--- config.mk ---
export PLATFORM = sky130hd
export DESIGN_NAME = cimb_irq_mask_bank
export DESIGN_NICKNAME = d
export VERILOG_FILES = /design/src/verilog/cimb_pkg.sv /design/src/verilog/cimb_irq_mask_bank.sv
export VERILOG_INCLUDE_DIRS = /design/src /design/src/verilog
export SDC_FILE = /design/constraint.sdc
export NUM_CORES = 1
export LEC_CHECK = 0
export ABC_AREA = 1
export ABC_CLOCK_PERIOD_IN_PS = 3300
export BUFFER_PORTS_ARGS = -buffer_cell sky130_fd_sc_hd__buf_2
export CORE_MARGIN = 2
export CORE_UTILIZATION = 40
export DETAILED_ROUTE_END_ITERATION = 10
export PLACE_DENSITY = 0.63
export SLEW_MARGIN = 10
export SYNTH_ARGS = -nofsm -noshare
export SYNTH_HDL_FRONTEND = slang
export SYNTH_SLANG_ARGS = --single-unit
export TNS_END_PERCENT = 100
--- constraint.sdc ---
create_clock -name clk_sys_in -period 3.3 [get_ports clk_sys_in]
set_clock_uncertainty 0.05 [all_clocks]
set_input_delay 0.825 -clock clk_sys_in [delete_from_list [all_inputs] [get_ports clk_sys_in]]
set_output_delay 0.825 -clock clk_sys_in [all_outputs]
set_load 0.01 [all_outputs]
--- src/verilog/cimb_defines.svh ---
// register offsets, write masks and reset values of the common interrupt mask bank
`ifndef CIMB_DEFINES_SVH
`define CIMB_DEFINES_SVH
`define CIMB_NUM_MASK 5
`define CIMB_IDX_SYSTEM_CLOCK_IRQ_MASK_MASK 12'h10C
`define CIMB_IDX_AUX_MASK 12'h10D
`define CIMB_IDX_REF_A_PAIR_IRQ_MASK_MASK 12'h10E
`define CIMB_IDX_REF_B_PAIR_IRQ_MASK_MASK 12'h10F
`define CIMB_IDX_TS_MASK 12'h110
`define CIMB_IDX_STAT_BASE 12'h120
`define CIMB_MASK_RESET 8'h00
`define CIMB_AUX_WMASK 8'h3F
`define CIMB_TS_WMASK 8'h1F
`define CIMB_HTRANS_NONSEQ 2'h2
`define CIMB_HSIZE_WORD 3'h2
`endif

--- src/verilog/cimb_pkg.sv ---
// types shared by the common interrupt mask bank
package cimb_pkg;
  typedef logic [7:0] cimb_byte_t;
  // one byte of event flags for each of the five banks
  typedef struct packed {
    cimb_byte_t timestamp;
    cimb_byte_t ref_b;
    cimb_byte_t ref_a;
    cimb_byte_t aux_loop;
    cimb_byte_t system_clock;
  } cimb_bank_t;
  // latched address phase of an ahb transfer
  typedef struct packed {
    logic valid;
    logic write;
    logic [11:0] index;
  } cimb_aphase_t;
endpackage : cimb_pkg

--- src/verilog/cimb_irq_mask_bank.sv ---
// common interrupt mask bank with sticky status behind an ahb-lite slave
//
// Contract
// - system clock mask bit 7 gates unlock event
// - bit 6 gates system clock stable event
// - bit 5 gates system clock locked event
// - bit 4 gates calibration inactive event
// - bit 3 gates calibration active event
// - bit 2 gates watchdog timeout event
// - bit 1 gates loader fault event
// - bit 0 gates loader complete event
// - aux bit 5 gates skew limit event
// - aux bit 4 gates temperature warning event
// - aux bit 3 gates compensation unfault event
// - aux bit 2 gates compensation fault event
// - aux bit 0 gates compensation lock event
// - ref a bit 0 gates ref a fault
// - ref b bit 6 gates complement validated
//
// Local design decision: the AHB-Lite register port.
`timescale 1ns/100ps
`include "cimb_defines.svh"
module cimb_irq_mask_bank
  import cimb_pkg::*;
#(
  parameter int ADDR_W = 14
) (
  // clock, reset, enable
  input wire logic clk_sys_in,
  input wire logic nrst_in,
  input wire logic clk_en_in,
  // ahb-lite slave
  input wire logic hsel_in,
  input wire logic [ADDR_W-1:0] haddr_in,
  input wire logic [1:0] htrans_in,
  input wire logic hwrite_in,
  input wire logic [2:0] hsize_in,
  input wire logic [31:0] hwdata_in,
  input wire logic hready_in,
  output logic [31:0] hrdata_out,
  output logic hreadyout_out,
  output logic hresp_out,
  // event pulses from the surrounding logic, same clock
  input wire cimb_bank_t event_in,
  // interrupt and mask view
  output logic irq_out,
  output cimb_bank_t mask_out
);

  // elaboration check: the word index needs address bits 13..2
  if (ADDR_W < 14) begin : g_addr_w_check
    $error("cimb_irq_mask_bank: ADDR_W must be at least 14");
  end

  cimb_bank_t mask_reg, mask_next;
  cimb_bank_t stat_reg, stat_next;
  cimb_aphase_t aph_reg, aph_next;
  logic [31:0] rdata_reg, rdata_next;
  cimb_bank_t wr_mask;
  cimb_bank_t rd_clear;
  logic [11:0] word_idx;
  logic take;

  // address phase qualification
  assign word_idx = haddr_in[13:2];
  assign take = hsel_in && hready_in && (htrans_in == `CIMB_HTRANS_NONSEQ)
    && (hsize_in == `CIMB_HSIZE_WORD);

  // writable bits per register; reserved bits stay zero
  assign wr_mask = '{timestamp: `CIMB_TS_WMASK, ref_b: 8'hFF, ref_a: 8'hFF,
                     aux_loop: `CIMB_AUX_WMASK, system_clock: 8'hFF};

  // bus, mask and read-data next state
  always_comb begin
    aph_next = '0;
    mask_next = mask_reg;
    rdata_next = 32'h0000_0000;
    rd_clear = '0;
    if (take) begin
      aph_next.valid = 1'b1;
      aph_next.write = hwrite_in;
      aph_next.index = word_idx;
      if (!hwrite_in) begin
        case (word_idx)
          `CIMB_IDX_SYSTEM_CLOCK_IRQ_MASK_MASK: rdata_next[7:0] = mask_reg.system_clock;
          `CIMB_IDX_AUX_MASK: rdata_next[7:0] = mask_reg.aux_loop;
          `CIMB_IDX_REF_A_PAIR_IRQ_MASK_MASK: rdata_next[7:0] = mask_reg.ref_a;
          `CIMB_IDX_REF_B_PAIR_IRQ_MASK_MASK: rdata_next[7:0] = mask_reg.ref_b;
          `CIMB_IDX_TS_MASK: rdata_next[7:0] = mask_reg.timestamp;
          `CIMB_IDX_STAT_BASE: begin
            rdata_next[7:0] = stat_reg.system_clock;
            rd_clear.system_clock = 8'hFF;
          end
          `CIMB_IDX_STAT_BASE + 12'h001: begin
            rdata_next[7:0] = stat_reg.aux_loop;
            rd_clear.aux_loop = 8'hFF;
          end
          `CIMB_IDX_STAT_BASE + 12'h002: begin
            rdata_next[7:0] = stat_reg.ref_a;
            rd_clear.ref_a = 8'hFF;
          end
          `CIMB_IDX_STAT_BASE + 12'h003: begin
            rdata_next[7:0] = stat_reg.ref_b;
            rd_clear.ref_b = 8'hFF;
          end
          `CIMB_IDX_STAT_BASE + 12'h004: begin
            rdata_next[7:0] = stat_reg.timestamp;
            rd_clear.timestamp = 8'hFF;
          end
          default: rdata_next = 32'h0000_0000; // unmapped reads zero
        endcase
      end
    end
    // data phase write; masks steer which events interrupt
    if (aph_reg.valid && aph_reg.write) begin
      case (aph_reg.index)
        `CIMB_IDX_SYSTEM_CLOCK_IRQ_MASK_MASK:
          mask_next.system_clock = hwdata_in[7:0] & wr_mask.system_clock;
        `CIMB_IDX_AUX_MASK:
          mask_next.aux_loop = hwdata_in[7:0] & wr_mask.aux_loop;
        `CIMB_IDX_REF_A_PAIR_IRQ_MASK_MASK:
          mask_next.ref_a = hwdata_in[7:0] & wr_mask.ref_a;
        `CIMB_IDX_REF_B_PAIR_IRQ_MASK_MASK:
          mask_next.ref_b = hwdata_in[7:0] & wr_mask.ref_b;
        `CIMB_IDX_TS_MASK:
          mask_next.timestamp = hwdata_in[7:0] & wr_mask.timestamp;
        default: mask_next = mask_reg; // unmapped writes ignored
      endcase
    end
  end

  // sticky status: events latch on all but reserved bits whatever the mask, a new event beats the read clear
  always_comb begin
    stat_next = (stat_reg & ~rd_clear) | (event_in & wr_mask);
  end

  // register all state; clock enable freezes everything
  always_ff @(posedge clk_sys_in or negedge nrst_in) begin
    if (!nrst_in) begin
      mask_reg <= {`CIMB_NUM_MASK{`CIMB_MASK_RESET}};
      stat_reg <= '0;
      aph_reg <= '0;
      rdata_reg <= 32'h0000_0000;
    end else if (clk_en_in) begin
      mask_reg <= mask_next;
      stat_reg <= stat_next;
      aph_reg <= aph_next;
      rdata_reg <= rdata_next;
    end
  end

  // interrupt: any status bit whose mask bit is one
  // system clock bits 7..0: unlock, stable, locked, cal idle, cal run, wdog, nvm fault, nvm done
  // aux bits: 4 temperature, 3 unfault, 2 fault, 0 lock
  assign irq_out = |(stat_reg & mask_reg);

  // bus answers: zero wait states, always okay
  assign hreadyout_out = 1'b1;
  assign hresp_out = 1'b0;
  assign hrdata_out = rdata_reg;
  assign mask_out = mask_reg;

endmodule : cimb_irq_mask_bank

==> metrics.json <==
{
  "die": {
    "design.core.area_sq_um": 12700,
    "fp-row-count": 41,
    "die_area_sq_um": 14000,
    "die-width_um": 118,
    "io-pin-count": 172,
    "floorplan.initialDensity": 0.411,
    "die_height_um": 118
  },
  "synth": {
    "ys_dominant_reg_cell": "sky130_fd_sc_hd__dfrtp_1",
    "netlist_area_sq_um": 5240,
    "post_synth_num_cell_types": 27,
    "synth-async-reset-ratio": 1.00,
    "ys_seq_elements": 97,
    "post_synth.cell_area_avg_sq_um": 7.50,
    "syn_inst": 698,
    "synth_edf_count": 0,
    "synth-warning-count": 0,
    "ys_seq_area_frac": 0.464
  },
  "placed_design": {
    "gp_congestion": 0.945,
    "dp.cells": 962,
    "io_buffers": 109,
    "dp_hpwl_um": 12800
  },
  "global_route": {
    "grt-ovfl-total": 0,
    "number_of_antenna_violations_at_the_first_check_in_global_routing": 0,
    "vias_in_the_first_global_route": 4791,
    "grt_use_total": 0.247,
    "maximum_number_of_pins_on_one_net_before_global_route_repair": 53,
    "grt_pass1_wl_um": 26300
  },
  "power_and_ir_drop": {
    "p_leak_nw": 3.04,
    "power_density_over_the_cells_nw_per_um2": 403,
    "irDropWorstVdd_mv": 0.282
  },
  "route": {
    "drc": 0,
    "vias_per_cell": 5.14,
    "drt_wl_total_um": 16500,
    "drtPass1Iterations": 5,
    "drtAntennaViolNets": 0,
    "drt_iter0_drc": 443,
    "detailroute.via_count": 5026,
    "routedWlPerCell_um": 16.9
  },
  "cells_and_area": {
    "fillCellCount": 1305,
    "largest_register_ffs": 40,
    "n_antenna_cell": 0,
    "utilization_after_layout": 0.483,
    "drive_gt1_frac": 0.200,
    "flow.area_growth_from_synthesis_pct": 17.5,
    "final_non_filler_cell_total": 978,
    "finish.net_count": 898
  },
  "timing": {
    "setup-violations-final": 0,
    "final_max_tran_viols": 0,
    "smallest_hold_slack_ps": 412,
    "timing.max_slew.rel_slack": 0.556,
    "finalSetupTns_ps": 0,
    "finalCritPeriodShare": 0.795,
    "unrepaired_setup_endpoints_after_global_routing": "false",
    "transition_time_at_the_pin_with_the_least_slew_margin_ps": 663,
    "timing_hold_violations_final": 0,
    "fmax_mhz": 381,
    "period_minus_slack_ps": 2620
  },
  "clock_tree": {
    "clkTransAtPathRegs_ps": 70,
    "numCtsBuffers": 9,
    "clock-sinks": 97,
    "cts.repair.resized": 0,
    "cell_at_the_root_of_the_clock_tree": "sky130_fd_sc_hd__clkbuf_16",
    "cts_buffer_depth": 2,
    "cts_tree": "yes",
    "cts_htree_levels": 3,
    "post_cts.repair.setup_buffers": 0,
    "holdBufCountCts": 0,
    "clock_latency_ps": 360
  },
  "setup_path": {
    "worst-endpoint-required_ps": 2420,
    "worst-path-stages": 5,
    "timing_worst_setup_path_type": "register to output port",
    "cp_launch_type": "register",
    "worst-endpoint-arrival_ps": 1750,
    "timing.critical_path.cells": "nand2_1, nand4_1, nor4_1, nand3_1, buf_2",
    "reg2reg_from": "aph_reg[7]$_DFFE_PN0P_",
    "cp-end-kind": "output port",
    "cp_max_fo": 4,
    "r2r_cells": 5,
    "worst_path_max_delay_cell": "sky130_fd_sc_hd__dfrtp_1",
    "regToRegEndpoint": "mask_out[19]$_DFFE_PN0P_",
    "ff2ff_setup_slack_ps": 1420,
    "combined_buffer_and_inverter_count_along_the_critical_path": 1,
    "crit_family": "simple AND/OR/NAND/NOR gates",
    "critical-path-max-stage-delay_ps": 450
  },
  "job": {
    "max_cap_violations": 0
  },
  "run_status": {
    "outcome": "completed"
  },
  "hold_path": {
    "holdCritPathClass": "input pin to asynchronous set/reset pin"
  }
}
[synthesized netlist by cell type, types with 2 or more instances]
cell | count | area [sq um]
sky130_fd_sc_hd__inv_2 | 5 | 18.8
sky130_fd_sc_hd__nor4_1 | 12 | 75.1
sky130_fd_sc_hd__nand4_1 | 33 | 206
sky130_fd_sc_hd__o21ai_0 | 75 | 375
sky130_fd_sc_hd__o22ai_1 | 10 | 62.6
sky130_fd_sc_hd__nand3_1 | 51 | 255
sky130_fd_sc_hd__a21oi_2 | 2 | 17.5
sky130_fd_sc_hd__dfrtp_1 | 97 | 2430
sky130_fd_sc_hd__nand2_2 | 6 | 37.5
sky130_fd_sc_hd__nor2_4 | 4 | 45.0
sky130_fd_sc_hd__inv_1 | 56 | 210
sky130_fd_sc_hd__nor2_2 | 9 | 56.3
sky130_fd_sc_hd__conb_1 | 2 | 7.51
sky130_fd_sc_hd__nand2_1 | 234 | 878
sky130_fd_sc_hd__nor2_1 | 42 | 158
sky130_fd_sc_hd__buf_4 | 33 | 248
sky130_fd_sc_hd__buf_2 | 6 | 30.0
sky130_fd_sc_hd__clkbuf_1 | 12 | 45.0
[cell type report]
class	instances	area (sq um)	area share
clock buffers	9	225	0.0366
clock inverters	7	95.1	0.0155
inverters	62	233	0.0378
multi-input cells	516	2350	0.382
flip-flops and latches	97	2430	0.395
well taps	172	215	0.0350
repair buffers	115	606	0.0985
[per-stage QoR]
step	worst slack, ps	power [mW]	area, sq um
after floorplan	1420	1.31	5340
final	677	2.48	6150
after CTS	652	2.50	6150
after global routing	569	2.58	6150
after global placement	645	1.37	5830
after detailed placement	642	1.37	5830
[kinds of logic after synthesis]
logic type	Yosys count	synth area share
compound gates	90	0.0927
buf+inv	114	0.108
flops	97	0.464
other cells	2	0.00143
simple gates	395	0.334
[worst max-delay path by stage]
stage,start,end
5_1_grt,mask_out[30]$_DFFE_PN0P_,irq_out
6_report,mask_out[30]$_DFFE_PN0P_,irq_out
2_1_floorplan,haddr_in[10],stat_reg[26]$_DFFE_PN0P_
3_5_place_dp,haddr_in[11],stat_reg[39]$_DFFE_PN0P_
3_3_place_gp,haddr_in[10],hrdata_out[7]$_DFFE_PN0P_
4_1_cts,mask_out[33]$_DFFE_PN0P_,irq_out
[power breakdown]
part | leakage (nW) | internal (mW) | total [mW] | switching [mW]
clock network | 0.155 | 0.663 | 1.13 | 0.464
logic | 1.74 | 0.0461 | 0.161 | 0.115
registers | 1.15 | 1.19 | 1.19 | 0.000400
total | 3.04 | 1.90 | 2.48 | 0.580
[layout by cell type (no fill, tap or decap), types with 2 or more instances in the layout]
cell and instances:
sky130_fd_sc_hd__dfrtp_1 97, sky130_fd_sc_hd__o22ai_1 10, sky130_fd_sc_hd__nand3_1 51, sky130_fd_sc_hd__conb_1 31, sky130_fd_sc_hd__a21oi_2 2, sky130_fd_sc_hd__clkbuf_16 9, sky130_fd_sc_hd__nand2_2 6, sky130_fd_sc_hd__clkinv_2 2
sky130_fd_sc_hd__nand2_1 234, sky130_fd_sc_hd__nor2_4 4, sky130_fd_sc_hd__bufinv_16 2, sky130_fd_sc_hd__nor4_1 12, sky130_fd_sc_hd__inv_1 56, sky130_fd_sc_hd__nand4_1 33, sky130_fd_sc_hd__buf_4 6, sky130_fd_sc_hd__nor2_2 9
sky130_fd_sc_hd__nor2_1 42, sky130_fd_sc_hd__buf_2 108, sky130_fd_sc_hd__inv_2 5, sky130_fd_sc_hd__clkinv_4 2, sky130_fd_sc_hd__o21ai_0 75
[per-layer routing]
layer / up-vias / wire, um / GRT usage / part of all wire
met2: 203 / 7430 / 0.376 / 0.45
met3: 27 / 924 / 0.0376 / 0.056
met5: - / 0 / 0 / 0
li1: 2422 / - / - / -
met1: 2374 / 7730 / 0.349 / 0.47
met4: 0 / 469 / 0.106 / 0.028
Note: power is estimated with default switching activity, not from simulation.
